**src/rtl/opdec_pkg.sv**
```systemverilog
package opdec_pkg;
	// operand field and register file geometry
	localparam int REG_COUNT = 16;
	localparam int REG_IDX_W = 4;
	localparam int DATA_W = 32;
	localparam int WIDE_W = 64;
	localparam int IMM_FIELD_W = 32;
	localparam logic [31:0] DATA_RESET = 32'h00000000;

	// operand addressing kinds
	typedef enum logic [1:0]
	{
		MODE_IMMEDIATE = 2'b00,
		MODE_REGISTER = 2'b01,
		MODE_DIRECT = 2'b10,
		MODE_INDIRECT = 2'b11
	} addr_mode_t;

	// destination and embedded field widths
	typedef enum logic [1:0]
	{
		SIZE_BYTE = 2'b00,
		SIZE_WORD = 2'b01,
		SIZE_QUAD = 2'b10,
		SIZE_NONE = 2'b11
	} op_size_t;

	// operation classes the decoder routes to the execution unit
	typedef enum logic [4:0]
	{
		OP_ADD = 5'h00,
		OP_ADD_CARRY_IN = 5'h01,
		OP_SUBTRACT = 5'h02,
		OP_SUBTRACT_CARRY_IN = 5'h03,
		OP_COMPARE = 5'h04,
		OP_COMPARE_CARRY_IN = 5'h05,
		OP_ZERO_COMPARE = 5'h06,
		OP_ZERO_COMPARE_CARRY_IN = 5'h07,
		OP_PLAIN_MULTIPLY = 5'h08,
		OP_SIGNED_WIDE_MULTIPLY = 5'h09,
		OP_UNSIGNED_WIDE_MULTIPLY = 5'h0a,
		OP_SIGNED_DIVIDE = 5'h0b,
		OP_UNSIGNED_DIVIDE = 5'h0c,
		OP_LONG_UNSIGNED_DIVIDE = 5'h0d,
		OP_LEFT_LOGICAL_SHIFT = 5'h0e,
		OP_LEFT_LOGICAL_SHIFT_EXTENDED = 5'h0f,
		OP_RIGHT_LOGICAL_SHIFT = 5'h10,
		OP_RIGHT_LOGICAL_SHIFT_EXTENDED = 5'h11,
		OP_RIGHT_ARITH_SHIFT = 5'h12,
		OP_RIGHT_ARITH_SHIFT_EXTENDED = 5'h13,
		OP_ROTATE_LEFT = 5'h14,
		OP_LOAD = 5'h15
	} op_class_t;

	// result width per operation family
	localparam logic [1:0] RESULT_NARROW = 2'b00;
	localparam logic [1:0] RESULT_WIDE = 2'b01;
	localparam logic [1:0] RESULT_DIVIDE = 2'b10;
endpackage

```
**src/rtl/operand_addressing_decode.sv**
```systemverilog
`timescale 1ns/1ns
// Contract
// - first field destination, second field source
// - four kinds: immediate, register, direct, indirect
// - operate on registers or register plus memory
// - immediate field embedded, destination width or narrower
// - equal-width immediate passes unchanged
// - narrow signed immediate sign-extended
// - narrow unsigned immediate zero-extended
// - immediate never accepted as destination
// - immediates come via fetch path only
// - sixteen general registers, indices zero to fifteen
// - registers full 32 bits wide
// - long divide reads 64-bit register pair
// - wide multiplies 64-bit, plain multiply 32-bit
// - signed, unsigned, and long unsigned divides
// - carry-in add, subtract, compare, zero-compare
// - shifts with extended forms, plus rotate left
module operand_addressing_decode
	import opdec_pkg::*;
(
	input wire logic ref_clk,
	input wire logic rstn,
	input wire logic clk_en,
	input wire logic dec_valid,
	input wire op_class_t dec_op,
	input wire logic dec_two_operands,
	input wire addr_mode_t dec_dst_mode,
	input wire addr_mode_t dec_src_mode,
	input wire logic [REG_IDX_W-1:0] dec_dst_field,
	input wire logic [REG_IDX_W-1:0] dec_src_field,
	input wire logic [DATA_W-1:0] dec_addr_field,
	input wire logic [IMM_FIELD_W-1:0] fetch_imm,
	input wire op_size_t fetch_imm_size,
	input wire logic fetch_imm_signed,
	input wire op_size_t dec_dst_size,
	input wire logic wb_en,
	input wire logic [REG_IDX_W-1:0] wb_index,
	input wire logic [DATA_W-1:0] wb_data,
	output logic out_valid,
	output logic out_illegal,
	output op_class_t out_op,
	output addr_mode_t out_dst_mode,
	output addr_mode_t out_src_mode,
	output logic [REG_IDX_W-1:0] out_dst_index,
	output logic [DATA_W-1:0] out_dst_value,
	output logic [DATA_W-1:0] out_src_value,
	output logic [DATA_W-1:0] out_pair_low,
	output logic [DATA_W-1:0] out_mem_addr,
	output logic [1:0] out_result_kind
);
	logic [DATA_W-1:0] imm_value;
	logic [DATA_W-1:0] rd_a_data;
	logic [DATA_W-1:0] rd_b_data;
	logic [DATA_W-1:0] rd_pair_low;

	logic next_valid;
	logic next_illegal;
	op_class_t next_op;
	addr_mode_t next_dst_mode;
	addr_mode_t next_src_mode;
	logic [REG_IDX_W-1:0] next_dst_index;
	logic [DATA_W-1:0] next_dst_value;
	logic [DATA_W-1:0] next_src_value;
	logic [DATA_W-1:0] next_pair_low;
	logic [DATA_W-1:0] next_mem_addr;
	logic [1:0] next_result_kind;

	// result family for the execution unit, used by decode only; the checks name the classes directly
	function automatic logic [1:0] result_kind_of(input op_class_t op);
		case (op)
			OP_SIGNED_WIDE_MULTIPLY, OP_UNSIGNED_WIDE_MULTIPLY: result_kind_of = RESULT_WIDE;
			OP_SIGNED_DIVIDE, OP_UNSIGNED_DIVIDE, OP_LONG_UNSIGNED_DIVIDE: result_kind_of = RESULT_DIVIDE;
			default: result_kind_of = RESULT_NARROW;
		endcase
	endfunction

	// single-operand classes: source field is ignored
	function automatic logic is_single_operand(input op_class_t op);
		case (op)
			OP_ZERO_COMPARE, OP_ZERO_COMPARE_CARRY_IN, OP_ROTATE_LEFT: is_single_operand = 1'b1;
			default: is_single_operand = 1'b0;
		endcase
	endfunction

	// immediate comes only from the fetch bytes, never a data read
	immediate_extend u_imm
	(
		.imm_field(fetch_imm),
		.field_size(fetch_imm_size),
		.dest_size(dec_dst_size),
		.imm_signed(fetch_imm_signed),
		.imm_value(imm_value)
	);

	// port a reads the destination field, port b the source field
	general_register_file u_regs
	(
		.ref_clk(ref_clk),
		.rstn(rstn),
		.clk_en(clk_en),
		.wr_en(wb_en),
		.wr_index(wb_index),
		.wr_data(wb_data),
		.rd_a_index(dec_dst_field),
		.rd_b_index(dec_src_field),
		.rd_a_data(rd_a_data),
		.rd_b_data(rd_b_data),
		.rd_pair_low(rd_pair_low)
	);

	// decode one instruction per valid cycle
	always_comb
	begin
		next_valid = dec_valid;
		next_illegal = 1'b0;
		next_op = dec_op;
		next_dst_mode = dec_dst_mode;
		next_src_mode = dec_src_mode;
		next_dst_index = dec_dst_field;
		next_dst_value = DATA_RESET;
		next_src_value = DATA_RESET;
		next_pair_low = DATA_RESET;
		next_mem_addr = DATA_RESET;
		next_result_kind = result_kind_of(dec_op);
		if (dec_valid)
		begin
			// destination operand
			case (dec_dst_mode)
				MODE_IMMEDIATE: next_illegal = 1'b1;
				MODE_REGISTER: next_dst_value = rd_a_data;
				MODE_DIRECT: next_mem_addr = dec_addr_field;
				MODE_INDIRECT: next_mem_addr = rd_a_data + dec_addr_field;
				default: next_illegal = 1'b1;
			endcase
			// source operand only for two-operand forms
			if (dec_two_operands && !is_single_operand(dec_op))
			begin
				case (dec_src_mode)
					MODE_IMMEDIATE: next_src_value = imm_value;
					MODE_REGISTER: next_src_value = rd_b_data;
					MODE_DIRECT: next_mem_addr = dec_addr_field;
					MODE_INDIRECT: next_mem_addr = rd_b_data + dec_addr_field;
					default: next_illegal = 1'b1;
				endcase
				// at most one memory operand per instruction
				if (dec_dst_mode[1] && dec_src_mode[1])
					next_illegal = 1'b1;
			end
			else
				next_src_mode = MODE_IMMEDIATE;
			// long divide dividend: even base upper, odd neighbour lower
			if (dec_op == OP_LONG_UNSIGNED_DIVIDE)
			begin
				if (dec_dst_mode != MODE_REGISTER || dec_dst_field[0])
					next_illegal = 1'b1;
				next_pair_low = rd_pair_low;
			end
		end
		// an illegal decode never forwards operand data
		if (next_illegal)
		begin
			next_dst_value = DATA_RESET;
			next_src_value = DATA_RESET;
			next_pair_low = DATA_RESET;
			next_mem_addr = DATA_RESET;
		end
	end

	// all outputs registered; clock enable freezes the stage
	always_ff @(posedge ref_clk or negedge rstn)
	begin
		if (!rstn)
		begin
			out_valid <= 1'b0;
			out_illegal <= 1'b0;
			out_op <= OP_ADD;
			out_dst_mode <= MODE_REGISTER;
			out_src_mode <= MODE_IMMEDIATE;
			out_dst_index <= '0;
			out_dst_value <= DATA_RESET;
			out_src_value <= DATA_RESET;
			out_pair_low <= DATA_RESET;
			out_mem_addr <= DATA_RESET;
			out_result_kind <= RESULT_NARROW;
		end
		else if (clk_en)
		begin
			out_valid <= next_valid;
			out_illegal <= next_illegal;
			out_op <= next_op;
			out_dst_mode <= next_dst_mode;
			out_src_mode <= next_src_mode;
			out_dst_index <= next_dst_index;
			out_dst_value <= next_dst_value;
			out_src_value <= next_src_value;
			out_pair_low <= next_pair_low;
			out_mem_addr <= next_mem_addr;
			out_result_kind <= next_result_kind;
		end
	end
endmodule

```
**src/rtl/immediate_extend.sv**
```systemverilog
`timescale 1ns/1ns
module immediate_extend
	import opdec_pkg::*;
(
	input wire logic [IMM_FIELD_W-1:0] imm_field,
	input wire op_size_t field_size,
	input wire op_size_t dest_size,
	input wire logic imm_signed,
	output logic [DATA_W-1:0] imm_value
);
	logic [DATA_W-1:0] raw;
	logic sign_bit;

	// cut the field to its width, then extend to the destination size
	always_comb
	begin
		raw = imm_field;
		sign_bit = 1'b0;
		case (field_size)
			SIZE_BYTE:
			begin
				raw = {24'h000000, imm_field[7:0]};
				sign_bit = imm_field[7];
			end
			SIZE_WORD:
			begin
				raw = {16'h0000, imm_field[15:0]};
				sign_bit = imm_field[15];
			end
			default:
			begin
				raw = imm_field;
				sign_bit = imm_field[31];
			end
		endcase
		imm_value = raw;
		if (field_size != dest_size && imm_signed)
		begin
			if (field_size == SIZE_BYTE)
				imm_value = {{24{sign_bit}}, raw[7:0]};
			else if (field_size == SIZE_WORD)
				imm_value = {{16{sign_bit}}, raw[15:0]};
		end
		// unsigned narrower field keeps the zero fill in raw: equal width passes
		// clip to the destination width so upper bits never leak
		case (dest_size)
			SIZE_BYTE: imm_value = {24'h000000, imm_value[7:0]};
			SIZE_WORD: imm_value = {16'h0000, imm_value[15:0]};
			default: imm_value = imm_value;
		endcase
	end
endmodule

```
**src/rtl/general_register_file.sv**
```systemverilog
`timescale 1ns/1ns
module general_register_file
	import opdec_pkg::*;
(
	input wire logic ref_clk,
	input wire logic rstn,
	input wire logic clk_en,
	input wire logic wr_en,
	input wire logic [REG_IDX_W-1:0] wr_index,
	input wire logic [DATA_W-1:0] wr_data,
	input wire logic [REG_IDX_W-1:0] rd_a_index,
	input wire logic [REG_IDX_W-1:0] rd_b_index,
	output logic [DATA_W-1:0] rd_a_data,
	output logic [DATA_W-1:0] rd_b_data,
	output logic [DATA_W-1:0] rd_pair_low
);
	logic [DATA_W-1:0] regs [REG_COUNT];
	logic [DATA_W-1:0] next_regs [REG_COUNT];

	// sixteen full-width registers, one write port
	genvar g;
	generate
		for (g = 0; g < REG_COUNT; g++)
		begin : g_reg
			always_comb
			begin
				next_regs[g] = regs[g];
				if (wr_en && wr_index == REG_IDX_W'(g))
					next_regs[g] = wr_data;
			end
			always_ff @(posedge ref_clk or negedge rstn)
			begin
				if (!rstn)
					regs[g] <= DATA_RESET;
				else if (clk_en)
					regs[g] <= next_regs[g];
			end
		end
	endgenerate

	// pair low half is the odd neighbour of the even base
	assign rd_a_data = regs[rd_a_index];
	assign rd_b_data = regs[rd_b_index];
	assign rd_pair_low = regs[{rd_a_index[REG_IDX_W-1:1], 1'b1}];
endmodule

```
**config.mk**
```make
export PLATFORM = sky130hd
export DESIGN_NAME = operand_addressing_decode
export DESIGN_NICKNAME = d
export VERILOG_FILES = /design/src/rtl/opdec_pkg.sv /design/src/rtl/operand_addressing_decode.sv /design/src/rtl/immediate_extend.sv /design/src/rtl/general_register_file.sv
export SDC_FILE = /design/constraint.sdc
export NUM_CORES = 1
export LEC_CHECK = 0
export ABC_CLOCK_PERIOD_IN_PS = 3900
export BUFFER_PORTS_ARGS = -buffer_cell sky130_fd_sc_hd__buf_2
export CAP_MARGIN = 40
export CORE_MARGIN = 2
export CORE_UTILIZATION = 30
export DETAILED_ROUTE_END_ITERATION = 16
export REMOVE_ABC_BUFFERS = 1
export SETUP_SLACK_MARGIN = 0.1
export SYNTH_ARGS = -nofsm -noshare
export SYNTH_HDL_FRONTEND = slang
export SYNTH_SLANG_ARGS = --single-unit
```
**constraint.sdc**
```tcl
create_clock -name ref_clk -period 3.9 [get_ports ref_clk]
set_input_delay 0.195 -clock ref_clk [delete_from_list [all_inputs] [get_ports ref_clk]]
set_output_delay 0.195 -clock ref_clk [all_outputs]
set_load 0.02 [all_outputs]
```
==> out/qor.yml, run 1 <==
setup_path:
  end_kind: "flop"
  cp_cell_sequence: "mux4_2 -> mux4_2 -> ha_4 -> inv_2 -> fa_2 -> nor2b_2 -> o31a_1 -> o2111ai_2 -> buf_4 -> nand4b_1 -> nand2_1 -> o211ai_1 -> buf_4 -> a21oi_2 -> xor2_1 -> o21ai_1"
  critPathRequiredTime_ns: 4.41
  cpMaxStageDelayCell: "mux4_2"
  slowest_delay_ns: 0.56
  worstPathArrival_ns: 4.35
  path_class: "flop to flop"
  cp_max_fo: 3
  setup.worst_path.start_class: "flop"
global_route:
  grt_pass1_wl_mm: 207
  antenna_found_initial: 31
  gr-total-overflow: 0
  grt_start_max_net_pins: 94
  first_global_vias: 29478
  track_usage_pct: 22.2
synth:
  yosys_warnings: 0
  ys_top_cells_by_area: "dfrtp_1 44%, mux2_2 16%, mux4_2 14%, mux2i_1 5.3%, ha_1 2.1%"
  synthAdderAreaFrac_pct: 2.20
  synth-simple-area-share_pct: 4.54
  syn_inst: 2892
  synthXorXnorAreaFrac_pct: 1.06
  synth_compound_area_share_pct: 10.3
  synth_seq_cells: 657
  yosysMostFrequentCell: "dfrtp_1"
  synth_edf_count: 0
  synth_common_cells: "656 x dfrtp_1, 524 x mux2_2, 224 x mux4_2"
  syn_area_per_cell_um2: 12.8
  synth_top_area_cell: "dfrtp_1"
  synthArstFlopShare_pct: 100
  synth_ff_type: "dfrtp_1"
  ys_types: 84
  netlist.area_leader.share_pct: 44.2
  synth_top_family_by_area: "multiplexers"
  muxShareOfSynthArea_pct: 34.9
  syn_area_um2: 37100
  synth-seq-area-share_pct: 44.3
drt:
  first_pass_iters: 5
  num_vias: 29336
  drtAntennaViolNets: 0
  route.detailed.drc: 0
  wl_per_cell_um: 27.0
  drtIter0Drc: 2653
  wl_mm: 143
  vias_per_cell: 5.53
power_and_ir_drop:
  p_comb_share_pct: 29.7
  internal_power_uw: 16300
  pwr-share-seq_pct: 37.4
  power_density_nw_per_um2: 492
  power_switching_uw: 7290
  p_total_uw: 23600
  peakVddDrop_uv: 336
  switching_share_pct: 30.9
  p_leak_uw: 0.0217
  pwr-share-clk_pct: 32.9
die:
  boundaryPins: 273
  dieArea_um2: 126000
  die_h_um: 356
  rows: 129
  start_util_pct: 30.1
  die_w_um: 356
  coreArea_um2: 123000
final_layout:
  area_delta_synth_final_pct: 29.2
  drive_above_1_share_pct: 47.7
  num-nets-final: 3777
clock_tree:
  cts_tree: "yes"
  cts.path.max_buffers: 3
  cts.clk_slew.worst_paths_ns: 0.06
  cts_buffers: 78
  clkSinkCount: 657
  insertion_delay_ns: 0.66
  cts-root-buf: "clkbuf_16"
  cts_max_level: 3
run_status:
  outcome: "complete, no violations"
timing:
  setup_ws_ns: 0.0626
  maxSlewViolCount: 0
  fin_crit_sh_pct: 98.4
  rsz0062_at_grt: "yes"
  setup_violations: 0
  relSlewSlack_pct: 39.2
  worst_slew_pin_slew_ns: 0.912
  hold_viol: 0
  fin_tns_setup_ns: 0
  finalClockSkew_ns: 0.0371
  min_period_ns: 3.84
  fmax_mhz: 261
placed_design:
  pre_cts_slack_ns: -0.554
  io_buffer_count: 272
  place_congestion: 0.918
  hpwl_mm: 99.3
run:
  maxCapViolCount: 0
worst_hold_path:
  holdCritPathClass: "input pin to flop"
sequential cells by signal, indices dropped and copies added (netlist names), 4 cells and up:
register / count
out_mem_addr: 32
out_dst_value: 32
out_src_value: 32
out_pair_low: 32
u_regs.regs: 512
out_dst_index: 4
out_op: 5
power by group through the flow:
stage / registers [µW] / clock network [µW] / logic, µW
global placement: 8860 / 0 / 6520
floorplan: 8620 / 0 / 3730
CTS: 8780 / 7910 / 6780
global route: 8930 / 8170 / 7500
finish: 8820 / 7750 / 7010
detailed placement: 8900 / 0 / 6610
cell families after synthesis:
| logic type | count (synthesis) |
|---|---|
| and+or+nand+nor | 368 |
| AOI/OAI and AO/OA | 555 |
| xor gates and xnor gates | 45 |
| DFF | 657 |
| adders and majority gates | 64 |
| muxes | 947 |
| buffers and inverters | 256 |
critical path: cells and delay by family, from the launching register on:
kind | cells | cell delay, ns
simple gates | 3 | 0.30
buf+inv | 3 | 0.41
flops | 1 | 0.42
compound gates | 5 | 0.90
xor+xnor | 1 | 0.18
fa+ha+maj | 2 | 0.42
mux | 2 | 1.03
through the flow:
stage | util [%] | hold WS (ns) | cells | area (µm²)
5_1_grt | 38.9 | 0.0526 | 5291 | 47900
4_1_cts | 38.5 | 0.000145 | 5271 | 47500
3_5_place_dp | 35.6 | 0.328 | 5045 | 43800
6_report | 38.9 | 0.0389 | 5301 | 47900
2_1_floorplan | - | -0.101 | 2665 | 36200
3_3_place_gp | 35.6 | 0.330 | 5042 | 43800
cell usage in the layout (no fill, tap or decap), types with 19 or more instances in the layout:
cell / netlist / layout
a22oi_1: 36 / 30
nand3_1: 21 / 19
a221oi_1: 33 / 31
a22o_1: 41 / 41
nor2_1: 97 / 83
buf_4: 1 / 445
clkbuf_8: 0 / 22
nand2_1: 152 / 151
o2bb2ai_1: 68 / 68
mux2_2: 524 / 524
a21o_1: 22 / 22
o21ai_1: 13 / 27
dlygate4sd3_1: 0 / 78
clkbuf_16: 0 / 81
mux2i_1: 195 / 195
ha_1: 62 / 54
inv_1: 28 / 26
dfrtp_1: 656 / 656
buf_2: 29 / 267
o21ai_0: 84 / 62
a21oi_1: 153 / 147
buf_12: 0 / 40
mux4_2: 224 / 224
xnor2_1: 27 / 27
final timing paths:
path                                       start          endpoint  slack (ns)  cells after the start
worst max register to register  u_regs.regs[352]  out_mem_addr[28]        0.06                     16
max in group asynchronous                   rstn  u_regs.regs[163]        2.68                      3
worst min register to register   out_src_mode[0]   out_src_mode[0]        0.48                      1
worst max-delay path            u_regs.regs[352]  out_mem_addr[28]        0.06                     16
worst min-delay path                 wb_data[22]  u_regs.regs[470]        0.04                      2
min in group asynchronous                   rstn  out_pair_low[13]        0.22                      2
final cells by class:
type | instances | area (µm²)
Timing Repair Buffer | 840 | 6410
Tap cell | 1637 | 2050
Inverter | 29 | 114
Multi-Input combinational cell | 1979 | 20100
Antenna cell | 16 | 40.0
Clock inverter | 31 | 357
Clock buffer | 112 | 2350
Fill cell | 11677 | 75200
Sequential cell | 657 | 16400
layer usage:
metal / wire [µm] / track usage [%] / part of all wire [%]
met1: 63000 / 31.6 / 44
met2: 61500 / 32.5 / 43
met3: 13500 / 5.75 / 9.4
met4: 4850 / 7.75 / 3.4
met5: 150 / 0 / 0.10
timing repair:
action | in CTS | in global routing
cloned | 0 | 0
setup endpoints to repair | 20 | 19
pin swaps | 15 | 65
setup buffers | 5 | 14
gates resized for setup | 26 | 69
hold buffers | 78 | 0
endpoints found under the hold margin | 418 | 0
Power figures use the tool's default switching activity.
==> run 2, diff against run 1 <==
--- a/config.mk
+++ b/config.mk
@@ -6,11 +6,12 @@
 export NUM_CORES = 1
 export LEC_CHECK = 0
 export ABC_CLOCK_PERIOD_IN_PS = 3900
-export BUFFER_PORTS_ARGS = -buffer_cell sky130_fd_sc_hd__buf_2
 export CAP_MARGIN = 40
 export CORE_MARGIN = 2
 export CORE_UTILIZATION = 30
 export DETAILED_ROUTE_END_ITERATION = 16
+export DONT_BUFFER_PORTS = 1
+export GPL_TIMING_DRIVEN = 0
 export REMOVE_ABC_BUFFERS = 1
 export SETUP_SLACK_MARGIN = 0.1
 export SYNTH_ARGS = -nofsm -noshare
==> constraint.sdc (replaced) <==
create_clock -name ref_clk -period 3.9 [get_ports ref_clk]
set_input_delay 0.195 -clock ref_clk [delete_from_list [all_inputs] [get_ports ref_clk]]
set_output_delay 0.195 -clock ref_clk [all_outputs]
set_load 0.01 [all_outputs]
==> run 2 against run 1 <==
  * The flow now finishes with violations (negative hold slack, max-slew violations)
  * Sequential power is essentially flat
  * Clock power shrank 9.3%
  * Setup slack gained 0.030 ns
  * Sequential share of layout area grew 3.2 points
  * Cell count shrank 12%
  * Critical path type unchanged
  * Critical endpoint is now out_mem_addr[30]
  * Highest routed layer unchanged
==> out/qor.yml, run 2 (same netlist as run 1, synthesis figures left out) <==
run_status:
  outcome: "finished, violations left"
  violations: "negative hold slack, max-slew violations"
timing:
  hold_slack_ns: -0.681
  finalClockSkew_ns: 0.0202
  fin_crit_sh_pct: 97.6
  fin_tns_setup_ns: 0
  min_period_ns: 3.81
  fmax_mhz: 263
  hold_viol: 551
  maxSlewViolCount: 478
  relSlewSlack_pct: -130
  rsz0062_at_grt: "yes"
  worst_slew_pin_slew_ns: 3.45
  setup_violations: 0
final_layout:
  num-nets-final: 3166
  top_register: "u_regs.regs"
  final_cells: 4673
  area_delta_synth_final_pct: 18.2
  drive_above_1_share_pct: 35.3
  fin_area_um2: 43900
  largest_reg_flops: 512
  final_common_cell: "dfrtp_1"
  layout_common_cells: "656 x dfrtp_1, 523 x mux2_2, 224 x mux4_2, 195 x mux2i_1"
  fillers: 11890
die:
  rows: 129
  die_w_um: 356
  start_util_pct: 30.1
  boundaryPins: 273
  die_h_um: 356
  dieArea_um2: 126000
  coreArea_um2: 123000
setup_path:
  path_class: "flop to flop"
  end_kind: "flop"
  path_buf_inv: 1
  worstPathArrival_ns: 4.32
  cp_cell_sequence: "mux4_2 -> mux4_2 -> ha_4 -> inv_2 -> fa_2 -> nor2b_2 -> o31a_1 -> o2111ai_2 -> nand4b_1 -> nand2_1 -> o211ai_1 -> mux2_4 -> a21oi_2 -> nor3_1"
  crit_family: "multiplexers"
  timing.rr.start: "u_regs.regs[384]"
  cpMostUsedCell: "mux4_2"
  r2r_slack_ns: 0.09
  cp_max_fo: 3
  setup.worst_path.start_class: "flop"
  slowest_delay_ns: 0.54
  critPathRequiredTime_ns: 4.41
  rr_endpoint: "out_mem_addr[30]"
  r2r_cells: 14
  cpMaxStageDelayCell: "mux4_2"
drt:
  wl_per_cell_um: 29.3
  drtAntennaViolNets: 0
  vias_per_cell: 5.78
  route.detailed.drc: 0
  dr_wl_met2_mm: 59.0
  top_layer: "met5"
  first_pass_iters: 7
  num_vias: 26998
  met1_length_mm: 60.1
  drtIter0Drc: 2803
  wl_mm: 137
  met3_length_mm: 14.1
global_route:
  grt_start_max_net_pins: 658
  first_global_vias: 26807
  antenna_found_initial: 15
  track_usage_pct: 21.2
  gr-total-overflow: 0
  grt_pass1_wl_mm: 197
clock_tree:
  cts.path.max_buffers: 3
  insertion_delay_ns: 0.64
  clkSinkCount: 657
  cts.clk_slew.worst_paths_ns: 0.06
  cts_tree: "yes"
  cts-root-buf: "clkbuf_16"
  cts_buffers: 74
  cts_max_level: 3
placed_design:
  io_buffer_count: 0
  place_area_um2: 39200
  place_congestion: 0.865
  place_inst: 4363
  hpwl_mm: 87.8
power_and_ir_drop:
  switching_share_pct: 29.9
  power_density_nw_per_um2: 487
  p_leak_uw: 0.0186
  internal_power_uw: 14900
  peakVddDrop_uv: 304
  power_switching_uw: 6390
  pwr-share-seq_pct: 41.3
  p_comb_share_pct: 25.7
  pwr-share-clk_pct: 33.0
run:
  maxCapViolCount: 0
worst_hold_path:
  holdCritPathClass: "input pin to async pin"
## run 2: power groups by stage
stage / clock network, µW / logic (µW) / registers, µW
CTS: 7160 / 5230 / 8780
finish: 7030 / 5490 / 8810
global route: 7460 / 5870 / 8950
floorplan: 0 / 3730 / 8580
global placement: 0 / 4640 / 8850
detailed placement: 0 / 4760 / 8910
## run 2: how the worst max path moves through the flow
stage	endpoint	cells after the start	from	slack, ns
after detailed placement	out_mem_addr[17]	17	dec_dst_field[2]	-0.88
final	out_mem_addr[30]	14	u_regs.regs[384]	0.09
after floorplan	out_mem_addr[31]	14	dec_dst_field[0]	-1.26
after CTS	out_mem_addr[31]	12	u_regs.regs[441]	0.10
after global routing	out_mem_addr[30]	12	u_regs.regs[4]	-0.006
after global placement	out_dst_value[13]	4	dec_op[3]	-9.12
## run 2: final cells by class
cell class | count | area, µm² | share of cell area (%)
sequential | 657 | 16400 | 37.5
timing repair buffer | 233 | 2550 | 5.83
tap | 1637 | 2050 | 4.67
clock inverter | 26 | 280 | 0.639
clock buffer | 105 | 2110 | 4.81
multi-input combinational | 1979 | 20300 | 46.3
antenna | 7 | 17.5 | 0.0399
inverter | 29 | 114 | 0.260
## run 2: worst reg2reg max path, cell delays in order (launching register included)
cell and delay, ns:
dfrtp_1 0.39, mux4_2 0.48, mux4_2 0.54, ha_4 0.22
inv_2 0.06, fa_2 0.20, nor2b_2 0.05, o31a_1 0.30
o2111ai_2 0.27, nand4b_1 0.24, nand2_1 0.14, o211ai_1 0.23
mux2_4 0.37, a21oi_2 0.15, nor3_1 0.07
## run 2: stage by stage
step	total power, µW	hold WS (ns)	setup slack (ns)	utilization [%]
2_1_floorplan	12300	-0.101	-1.26	-
3_3_place_gp	13500	-0.0362	-9.12	31.1
3_5_place_dp	13700	-0.0421	-0.877	31.9
4_1_cts	21200	-0.722	0.101	35.3
5_1_grt	22300	-0.716	-0.00590	35.6
6_report	21300	-0.681	0.0922	35.6
## run 2: what timing repair did
item                                     CTS  global route
hold buffers                             136             2
pin swaps                                 18            44
endpoints found under the setup margin    22            19
hold endpoints to repair                1283           667
gates resized for setup                   58            66
buffers inserted                          17            17
## run 2: metal layers
layer  global-route usage, %  up-vias
li1                        -    11277
met1                    30.1    14294
met2                    31.2     1201
met3                    6.79      216
met4                    5.29       10
met5                       0        -
